File: config.mk
export PLATFORM = sky130hd
export DESIGN_NAME = adcsc_control
export DESIGN_NICKNAME = d
export VERILOG_FILES = /design/src/rtl/adcsc_control.v
export VERILOG_INCLUDE_DIRS = /design/src /design/src/common
export SDC_FILE = /design/constraint.sdc
export NUM_CORES = 1
export LEC_CHECK = 0
export ABC_AREA = 1
export BUFFER_PORTS_ARGS = -buffer_cell sky130_fd_sc_hd__buf_2
export CORE_ASPECT_RATIO = 2
export CORE_MARGIN = 8
export CORE_UTILIZATION = 25
export DETAILED_ROUTE_END_ITERATION = 16
export SLEW_MARGIN = 10
export SYNTH_ARGS = -nofsm -noshare
export SYNTH_HDL_FRONTEND = slang
export SYNTH_SLANG_ARGS = --single-unit
File: constraint.sdc
create_clock -name clk_sys -period 1.7 [get_ports clk_sys]
set_input_delay 0.255 -clock clk_sys [delete_from_list [all_inputs] [get_ports clk_sys]]
set_output_delay 0.255 -clock clk_sys [all_outputs]
set_load 0.05 [all_outputs]
File: src/common/adcsc_defines.vh
// Purpose: constants of the converter sequencing control block
// Assumes: byte-wide register port, 8-bit offsets
// Notes:   included by rtl/adcsc_control.v only
`ifndef ADCSC_DEFINES_VH
`define ADCSC_DEFINES_VH

// register offsets
`define ADCSC_OFS_CONTROL    8'h00
`define ADCSC_OFS_CLKSEL     8'h02
`define ADCSC_OFS_TIMING     8'h03
`define ADCSC_OFS_WINMODE    8'h04
`define ADCSC_OFS_SAMPEXT    8'h05
`define ADCSC_OFS_INSEL      8'h06
`define ADCSC_OFS_CMD        8'h08
`define ADCSC_OFS_EVCTL      8'h09
`define ADCSC_OFS_INTEN      8'h0A
`define ADCSC_OFS_INTFLAG    8'h0B
`define ADCSC_OFS_DBG        8'h0C
`define ADCSC_OFS_RESLO      8'h10
`define ADCSC_OFS_RESHI      8'h11
`define ADCSC_OFS_WLTLO      8'h12
`define ADCSC_OFS_WLTHI      8'h13
`define ADCSC_OFS_WHTLO      8'h14
`define ADCSC_OFS_WHTHI      8'h15

// field positions
`define ADCSC_BIT_ENABLE     0
`define ADCSC_BIT_CONTIN     1
`define ADCSC_BIT_START      0
`define ADCSC_BIT_EVEN       0
`define ADCSC_BIT_READY      0
`define ADCSC_BIT_WINFLAG    1
`define ADCSC_BIT_RUNDBG     0
`define ADCSC_BIT_DLYVAR     4
`define ADCSC_RNG_STARTDLY   7:5
`define ADCSC_RNG_GAPDLY     3:0
`define ADCSC_RNG_DIVSEL     2:0
`define ADCSC_RNG_REFSEL     5:4
`define ADCSC_RNG_WINMODE    2:0
`define ADCSC_RNG_SAMPEXT    4:0
`define ADCSC_RNG_INSEL      4:0

// reset values
`define ADCSC_RST_BYTE       8'h00
`define ADCSC_RST_WORD       16'h0000
`define ADCSC_REF_INTERNAL   2'h0

// window modes
`define ADCSC_WIN_NONE       3'h0
`define ADCSC_WIN_BELOW      3'h1
`define ADCSC_WIN_ABOVE      3'h2
`define ADCSC_WIN_INSIDE     3'h3
`define ADCSC_WIN_OUTSIDE    3'h4

// input selector codes
`define ADCSC_SEL_REFIN      5'h1D
`define ADCSC_SEL_TEMP       5'h1E
`define ADCSC_SEL_GND        5'h1F
`define ADCSC_NUM_PINS       12

// timing, in converter clock cycles
`define ADCSC_SAMPLE_BASE    9'h002
`define ADCSC_INIT_D0        9'h000
`define ADCSC_INIT_D16       9'h010
`define ADCSC_INIT_D32       9'h020
`define ADCSC_INIT_D64       9'h040
`define ADCSC_INIT_D128      9'h080
`define ADCSC_INIT_D256      9'h100
`define ADCSC_DIV_FULL       8'hFF
`define ADCSC_DIV_TOP        3'h7

`endif

File: src/rtl/adcsc_control.v
// Purpose: sequencing control of a 10-bit successive-approximation converter
// Assumes: one clock clk_sys (100 MHz), synchronous active-high reset,
//          analog core answers each convStart with one convDone pulse
// Notes:   converter clock is a one-cycle enable pulse, adcClkTick
`timescale 1ns/100ps
`include "adcsc_defines.vh"

module adcsc_control (
   // clock and reset
   input  wire        clk_sys,
   input  wire        rst,
   // register port
   input  wire [7:0]  regAddr,
   input  wire [7:0]  regWrData,
   input  wire        regWrite,
   input  wire        regRead,
   output wire [7:0]  regRdData,
   // system status
   input  wire        debugHalt,
   input  wire        deepSleepWake,
   input  wire        eventStart,
   // converter core
   output wire        adcClkTick,
   output wire        sampleOpen,
   output wire        convStart,
   output wire        convBusy,
   output wire [4:0]  inputSelActive,
   output wire [11:0] pinSelect,
   output wire        refSelect,
   output wire        tempSelect,
   output wire        gndSelect,
   input  wire        convDone,
   input  wire [15:0] convResult,
   // interrupt
   output wire        irqRequest
);

   localparam [4:0] ST_IDLE    = 5'h01;
   localparam [4:0] ST_INIT    = 5'h02;
   localparam [4:0] ST_DELAY   = 5'h04;
   localparam [4:0] ST_SAMPLE  = 5'h08;
   localparam [4:0] ST_CONVERT = 5'h10;

   // software registers
   reg [7:0]  control_reg;
   reg [7:0]  clkSel_reg;
   reg [7:0]  timing_reg;
   reg [7:0]  winMode_reg;
   reg [7:0]  sampling_extension_reg;
   reg [7:0]  inSel_reg;
   reg [7:0]  evCtl_reg;
   reg [7:0]  intEn_reg;
   reg [7:0]  dbg_reg;
   reg [15:0] winLow_reg;
   reg [15:0] winHigh_reg;
   reg [15:0] result_reg;
   reg        result_ready_reg;
   reg        winFlag_reg;
   reg [7:0]  rdData_reg;
   reg        irq_reg;

   // sequencer state
   reg [4:0]  state_reg;
   reg [8:0]  cnt_reg;
   reg [7:0]  div_reg;
   reg        tick_reg;
   reg        initPend_reg;
   reg        convStart_reg;
   reg        busy_reg;
   reg [4:0]  muxActive_reg;

   wire       enable      = control_reg[`ADCSC_BIT_ENABLE];
   wire       contin      = control_reg[`ADCSC_BIT_CONTIN];
   wire [2:0] divSel      = clkSel_reg[`ADCSC_RNG_DIVSEL];
   wire [2:0] initCode    = timing_reg[`ADCSC_RNG_STARTDLY];
   wire [3:0] inter_sample_delay     = timing_reg[`ADCSC_RNG_GAPDLY];
   wire       dlyVarOn    = timing_reg[`ADCSC_BIT_DLYVAR];
   wire [2:0] winMode     = winMode_reg[`ADCSC_RNG_WINMODE];
   wire [4:0] sampExt     = sampling_extension_reg[`ADCSC_RNG_SAMPEXT];
   wire [4:0] inSel       = inSel_reg[`ADCSC_RNG_INSEL];
   wire       runDbg      = dbg_reg[`ADCSC_BIT_RUNDBG];
   wire       evEnable    = evCtl_reg[`ADCSC_BIT_EVEN];

   // register access decode
   wire wrControl = regWrite && (regAddr == `ADCSC_OFS_CONTROL);
   wire wrClkSel  = regWrite && (regAddr == `ADCSC_OFS_CLKSEL);
   wire wrTiming  = regWrite && (regAddr == `ADCSC_OFS_TIMING);
   wire wrCmd     = regWrite && (regAddr == `ADCSC_OFS_CMD);
   wire wrFlags   = regWrite && (regAddr == `ADCSC_OFS_INTFLAG);
   wire rdResult  = regRead && (regAddr == `ADCSC_OFS_RESLO);

   // debug break freezes sequencing and drops events
   wire runOk     = runDbg | ~debugHalt;
   wire tick      = tick_reg & runOk;
   wire isIdle    = state_reg[0];

   wire swStart   = wrCmd && regWrData[`ADCSC_BIT_START];
   wire evStartOk = eventStart && evEnable;
   wire startReq  = (swStart | evStartOk) && enable && isIdle && runOk;

   // clock divider, power of two from the select field
   wire [7:0] divMask = `ADCSC_DIV_FULL >> (`ADCSC_DIV_TOP - divSel);
   wire       divHit  = (div_reg & divMask) == divMask;

   always @(posedge clk_sys) begin
      if (rst) begin
         div_reg  <= `ADCSC_RST_BYTE;
         tick_reg <= 1'b0;
      end else begin
         div_reg  <= div_reg + 8'h01;
         tick_reg <= divHit;
      end
   end

   // start-up delay lookup, reserved codes give no delay
   reg [8:0] initCount;
   always @* begin
      case (initCode)
         3'h1:    initCount = `ADCSC_INIT_D16;
         3'h2:    initCount = `ADCSC_INIT_D32;
         3'h3:    initCount = `ADCSC_INIT_D64;
         3'h4:    initCount = `ADCSC_INIT_D128;
         3'h5:    initCount = `ADCSC_INIT_D256;
         default: initCount = `ADCSC_INIT_D0;
      endcase
   end

   wire [8:0] sampleCount = `ADCSC_SAMPLE_BASE + {4'h0, sampExt};

   // window compare on the value the core delivers; with accumulation
   // that is already the final sum, never a single sample
   reg winHit;
   always @* begin
      case (winMode)
         `ADCSC_WIN_BELOW:   winHit = convResult < winLow_reg;
         `ADCSC_WIN_ABOVE:   winHit = convResult > winHigh_reg;
         `ADCSC_WIN_INSIDE:  winHit = (convResult > winLow_reg) && (convResult < winHigh_reg);
         `ADCSC_WIN_OUTSIDE: winHit = (convResult < winLow_reg) || (convResult > winHigh_reg);
         default:            winHit = 1'b0;
      endcase
   end

   wire convEnd  = state_reg[4] && convDone;
   wire sampEnd  = state_reg[3] && tick && (cnt_reg == 9'h001);

   // start-up delay pending after enable, internal reference or wake
   wire enRise   = wrControl && regWrData[`ADCSC_BIT_ENABLE] && !enable;
   wire refToInt = wrClkSel && (regWrData[`ADCSC_RNG_REFSEL] == `ADCSC_REF_INTERNAL)
                   && (clkSel_reg[`ADCSC_RNG_REFSEL] != `ADCSC_REF_INTERNAL);

   always @(posedge clk_sys) begin
      if (rst) begin
         initPend_reg <= 1'b0;
      end else if (enRise || refToInt || deepSleepWake) begin
         initPend_reg <= 1'b1;
      end else if (startReq) begin
         initPend_reg <= 1'b0;
      end
   end

   // sequencer
   always @(posedge clk_sys) begin
      if (rst) begin
         state_reg     <= ST_IDLE;
         cnt_reg       <= `ADCSC_INIT_D0;
         busy_reg      <= 1'b0;
         convStart_reg <= 1'b0;
         muxActive_reg <= 5'h00;
      end else begin
         convStart_reg <= 1'b0;
         if (!enable && !isIdle) begin
            state_reg <= ST_IDLE;
            busy_reg  <= 1'b0;
         end else begin
            case (state_reg)
               ST_IDLE: begin
                  if (startReq) begin
                     busy_reg      <= 1'b1;
                     muxActive_reg <= inSel;
                     if (initPend_reg) begin
                        state_reg <= ST_INIT;
                        cnt_reg   <= initCount;
                     end else begin
                        state_reg <= ST_SAMPLE;
                        cnt_reg   <= sampleCount;
                     end
                  end
               end
               ST_INIT, ST_DELAY: begin
                  if (runOk && cnt_reg == `ADCSC_INIT_D0) begin
                     state_reg <= ST_SAMPLE;
                     cnt_reg   <= sampleCount;
                  end else if (tick) begin
                     cnt_reg <= cnt_reg - 9'h001;
                  end
               end
               ST_SAMPLE: begin
                  if (sampEnd) begin
                     state_reg     <= ST_CONVERT;
                     convStart_reg <= 1'b1;
                  end else if (tick) begin
                     cnt_reg <= cnt_reg - 9'h001;
                  end
               end
               ST_CONVERT: begin
                  if (convDone) begin
                     if (contin) begin
                        // next cycle picks up any new selector
                        state_reg     <= ST_DELAY;
                        cnt_reg       <= {5'h00, inter_sample_delay};
                        muxActive_reg <= inSel;
                     end else begin
                        state_reg <= ST_IDLE;
                        busy_reg  <= 1'b0;
                     end
                  end
               end
               default: begin
                  state_reg <= ST_IDLE;
                  busy_reg  <= 1'b0;
               end
            endcase
         end
      end
   end

   // flags and result; a set in the clearing cycle wins
   wire clrRes  = rdResult || (wrFlags && regWrData[`ADCSC_BIT_READY]);
   wire clrWin  = rdResult || (wrFlags && regWrData[`ADCSC_BIT_WINFLAG]);

   always @(posedge clk_sys) begin
      if (rst) begin
         result_reg  <= `ADCSC_RST_WORD;
         result_ready_reg  <= 1'b0;
         winFlag_reg <= 1'b0;
      end else begin
         if (convEnd) begin
            result_reg <= convResult;
         end
         if (convEnd) begin
            result_ready_reg <= 1'b1;
         end else if (clrRes) begin
            result_ready_reg <= 1'b0;
         end
         if (convEnd && winHit) begin
            winFlag_reg <= 1'b1;
         end else if (clrWin) begin
            winFlag_reg <= 1'b0;
         end
      end
   end

   // software registers, sample delay also stepped by hardware
   always @(posedge clk_sys) begin
      if (rst) begin
         control_reg <= `ADCSC_RST_BYTE;
         clkSel_reg  <= `ADCSC_RST_BYTE;
         timing_reg  <= `ADCSC_RST_BYTE;
         winMode_reg <= `ADCSC_RST_BYTE;
         sampling_extension_reg <= `ADCSC_RST_BYTE;
         inSel_reg   <= `ADCSC_RST_BYTE;
         evCtl_reg   <= `ADCSC_RST_BYTE;
         intEn_reg   <= `ADCSC_RST_BYTE;
         dbg_reg     <= `ADCSC_RST_BYTE;
         winLow_reg  <= `ADCSC_RST_WORD;
         winHigh_reg <= `ADCSC_RST_WORD;
      end else begin
         if (wrControl) begin
            control_reg <= regWrData;
         end
         if (wrClkSel) begin
            clkSel_reg <= regWrData;
         end
         if (wrTiming) begin
            timing_reg <= regWrData;
         end else if (sampEnd && dlyVarOn) begin
            // four-bit field wraps from its top back to zero
            timing_reg[`ADCSC_RNG_GAPDLY] <= inter_sample_delay + 4'h1;
         end
         if (regWrite) begin
            case (regAddr)
               `ADCSC_OFS_WINMODE: winMode_reg <= regWrData;
               `ADCSC_OFS_SAMPEXT: sampling_extension_reg <= regWrData;
               `ADCSC_OFS_INSEL:   inSel_reg <= regWrData;
               `ADCSC_OFS_EVCTL:   evCtl_reg <= regWrData;
               `ADCSC_OFS_INTEN:   intEn_reg <= regWrData;
               `ADCSC_OFS_DBG:     dbg_reg <= regWrData;
               `ADCSC_OFS_WLTLO:   winLow_reg[7:0] <= regWrData;
               `ADCSC_OFS_WLTHI:   winLow_reg[15:8] <= regWrData;
               `ADCSC_OFS_WHTLO:   winHigh_reg[7:0] <= regWrData;
               `ADCSC_OFS_WHTHI:   winHigh_reg[15:8] <= regWrData;
               default: begin
               end
            endcase
         end
      end
   end

   // read mux, unmapped offsets read zero
   reg [7:0] rdMux;
   always @* begin
      case (regAddr)
         `ADCSC_OFS_CONTROL: rdMux = control_reg;
         `ADCSC_OFS_CLKSEL:  rdMux = clkSel_reg;
         `ADCSC_OFS_TIMING:  rdMux = timing_reg;
         `ADCSC_OFS_WINMODE: rdMux = winMode_reg;
         `ADCSC_OFS_SAMPEXT: rdMux = sampling_extension_reg;
         `ADCSC_OFS_INSEL:   rdMux = inSel_reg;
         `ADCSC_OFS_CMD:     rdMux = {7'h00, busy_reg};
         `ADCSC_OFS_EVCTL:   rdMux = evCtl_reg;
         `ADCSC_OFS_INTEN:   rdMux = intEn_reg;
         `ADCSC_OFS_INTFLAG: rdMux = {6'h00, winFlag_reg, result_ready_reg};
         `ADCSC_OFS_DBG:     rdMux = dbg_reg;
         `ADCSC_OFS_RESLO:   rdMux = result_reg[7:0];
         `ADCSC_OFS_RESHI:   rdMux = result_reg[15:8];
         `ADCSC_OFS_WLTLO:   rdMux = winLow_reg[7:0];
         `ADCSC_OFS_WLTHI:   rdMux = winLow_reg[15:8];
         `ADCSC_OFS_WHTLO:   rdMux = winHigh_reg[7:0];
         `ADCSC_OFS_WHTHI:   rdMux = winHigh_reg[15:8];
         default:            rdMux = `ADCSC_RST_BYTE;
      endcase
   end

   always @(posedge clk_sys) begin
      if (rst) begin
         rdData_reg <= `ADCSC_RST_BYTE;
         irq_reg    <= 1'b0;
      end else begin
         rdData_reg <= regRead ? rdMux : `ADCSC_RST_BYTE;
         irq_reg    <= (result_ready_reg & intEn_reg[`ADCSC_BIT_READY])
                     | (winFlag_reg & intEn_reg[`ADCSC_BIT_WINFLAG]);
      end
   end

   // input decode from the selector latched when a start is accepted, or at convDone in continuous mode
   genvar gi;
   generate
      for (gi = 0; gi < `ADCSC_NUM_PINS; gi = gi + 1) begin : gPin
         assign pinSelect[gi] = (muxActive_reg == gi);
      end
   endgenerate

   assign refSelect      = (muxActive_reg == `ADCSC_SEL_REFIN);
   assign tempSelect     = (muxActive_reg == `ADCSC_SEL_TEMP);
   assign gndSelect      = (muxActive_reg == `ADCSC_SEL_GND);
   assign inputSelActive = muxActive_reg;
   // capacitor open in the sample state only, closed through the inter-sample delay
   assign sampleOpen     = state_reg[3];
   assign convStart      = convStart_reg;
   assign convBusy       = busy_reg;
   assign adcClkTick     = tick_reg;
   assign regRdData      = rdData_reg;
   assign irqRequest     = irq_reg;

endmodule

==> metrics.md <==
| Metric | Value |
|---|---|
| Internal reg-to-reg setup slack | -60 ps |
| Hold Crit Class | in -> reg |
| Worst-Margin Slew | 467 ps |
| CP Max Fanout | 8 |
| Setup ws final | -62.1 ps |
| Synth area leader | dfxtp_1 |
| Max Cap Violations | 0 |
| Reg2reg end | cnt_reg[0] |
| Gpl congestion | 1.06 |
| Cells after DPL | 1808 |
| Post-synth net total | 1251 |
| N_diodes | 0 |
| Register area share after synthesis | 39.2% |
| Seq cells post-synth | 162 |
| Worst Path Required | 2080 ps |
| Drt wl/cell | 19.0 µm |
| Clock transition at path regs | 70 ps |
| Fin cells | 1848 |
| Crit Path Category | reg -> reg |
| I/O Pins | 73 |
| Min-Delay Startpoint | deepSleepWake |
| Clock sinks | 162 |
| Worst hold path depth | 3 |
| Clock tree buffer depth | 2 |
| Yosys warns | 0 |
| Failing checks | setup timing |
| Vias in the first global route | 9179 |
| Die area | 39500 µm² |
| CTS Buf Count | 17 |
| Asr flop ratio synth | 0% |
| Starting DRT DRC Count | 501 |
| Final setup vio count | 8 |
| CTS tree | built |
| Chip height | 273 µm |
| Reg area | 3260 µm² |
| Slew Viols, Final | 0 |
| Post-DRT Antenna Nets | 0 |
| Leading post-synthesis cells by cell area | dfxtp_1 (39%), a21oi_1 (9.4%), o21ai_0 (9.1%), inv_1 (8.0%), nor2_1 (6.3%) |
| Drt via density | 4.80 |
| Total grt overflow | 0 |
| Synthesized area | 8280 µm² |
| Setup slack after placement | -465 ps |
| Initial antenna violation count | 1 |
| Mapped Cells | 1174 |
| Final core occ | 35.6% |
| CP startpoint kind | register |
| Die span in x | 145 µm |
| Port Buffer Count | 72 |
| Core area | 32800 µm² |
| Area added between synthesis and finish | 41.1% |
| Via count | 8876 |
| Status | finished, violations left |
| Tot Pwr | 13600 µW |
| Most frequent cells in the layout | buf_4 (170), inv_1 (152), dfxtp_1 (149) |
| Fmax | 567 MHz |
| CTS Root Cell | clkbuf_16 |
| Largest net degree at the start of global routing | 55 |
| Commonest non-fill, non-tap cell in the layout | buf_4 |
| GRT Util Overall | 18.0% |
| Endpoint type of the worst setup path | register |
| Leakage | 0.00474 µW |
| Final Hold Viols | 0 |
| Clk_skew | 9.43 ps |
| Multi-input gate area | 4730 µm² |
| Synth cell types | 43 |
| RSZ-0062 raised after global routing | yes |
| Crit path DAT | 2140 ps |
| Power per Cell Area | 1170 nW/µm² |
| Fill cell count | 3448 |
| DRC Markers | 0 |
| Hold Path Sink | initPend_reg |
| Hold Buf Count CTS | 0 |
| Critical R2R Launch | state_reg[0] |
| Number of H-tree levels | 4 |
| Tcrit/Tclk final | 104% |
| Synth top area share | 39.2% |
| Share of layout cells above drive strength 1 | 30.3% |
| Peak VDD IR | 0.667 mV |
| R2R cell count | 10 |
| Top FF cell, synth | dfxtp_1 |
| Final WL | 35.0 mm |
| Worst skew pair latency | 450 ps |
| Average cell area after synthesis | 7.05 µm² |
| Row count | 94 |
| Final Critical Period | 1760 ps |
| Initial Util | 25.2% |
| Post-synth EDFFs | 0 |
| Post-DP HPWL | 27.6 mm |
| Pre-Repair DR Iteration Count | 5 |
| First-pass GRT wire length | 52.1 mm |
| Slew HR | 68.5% |
| Nets | 1480 |
synthesized netlist by cell type (3+ instances only):
cell type,n
inv_1,176
dfxtp_1,162
a21oi_1,155
o21ai_0,150
nor2_1,140
nand2_1,139
nand3_1,49
ha_1,37
clkbuf_1,28
o22ai_1,28
nor3_1,12
nand4_1,11
xor2_1,11
a211oi_1,8
buf_2,8
o21a_1,7
o21ai_1,6
buf_1,4
o211ai_1,4
o221ai_1,4
nand3b_1,3
nor2_2,3
nor2_4,3
worst max-delay path, cell delays in order, from the launching register on:
cell	delay [ps]
dfxtp_4	370
nor2_2	150
nand4_1	180
inv_2	130
nor2_4	50
a21oi_2	150
nand2_2	70
nor2_4	250
buf_6	190
o21ai_1	60
nor2_1	90
cell type report:
cell class	instances	share of cell area (%)
clock inverters	15	1.42
clock buffers	17	3.64
well taps	432	4.63
multi-input cells	793	40.5
flip-flops and latches	162	27.9
inverters	178	5.83
repair buffers	251	16.0
where the power goes:
group	switching (µW)	internal [µW]
logic	3200	2110
clock network	1830	2090
registers	272	4120
layer usage:
| metal | part of all wire (%) | global-route usage (%) | vias up |
|---|---|---|---|
| met1 | 33 | 16.0 | 4158 |
| met4 | 10 | 17.5 | 0 |
| met3 | 3.5 | 3.34 | 107 |
| met5 | 0 | 0 | - |
| met2 | 53 | 32.6 | 235 |
| li1 | - | - | 4376 |
worst max-delay path by stage:
stage / start / end / slack, ps
global placement: regAddr[0] / regRdData[4] / -450
finish: state_reg[0] / cnt_reg[0] / -60
CTS: cnt_reg[1] / cnt_reg[4] / -20
global route: winHigh_reg[7] / winFlag_reg / -120
detailed placement: regAddr[3] / regRdData[4] / -470
floorplan: inputSelActive[3] / pinSelect[10] / -90
stage by stage:
stage / instance area, µm² / hold slack, ps / TNS [ps]
2_1_floorplan: 8280 / 410 / -1130
3_3_place_gp: 10400 / 434 / -7830
3_5_place_dp: 10400 / 440 / -9340
4_1_cts: 11300 / 97.1 / -20.3
5_1_grt: 11700 / 113 / -1400
6_report: 11700 / 105 / -313
kinds of logic (layout without fill, tap and decap cells):
group                    Yosys count  count (layout)  share of synthesized area (%)
AND/OR/NAND/NOR                  370             370                           19.6
adder cells (fa/ha/maj)           37              37                           5.59
XOR/XNOR                          12              12                           1.27
buffers and inverters            219             461                           10.1
flip-flops                       162             162                           39.2
AO/OA/AOI/OAI                    374             374                           24.2
repair_timing:
action / in CTS / in global routing
setup buffers: 2 / 6
pin swaps: 23 / 31
setup endpoints to repair: 23 / 40
resized for setup: 78 / 117
No activity file was read; power rests on OpenSTA's default activity.
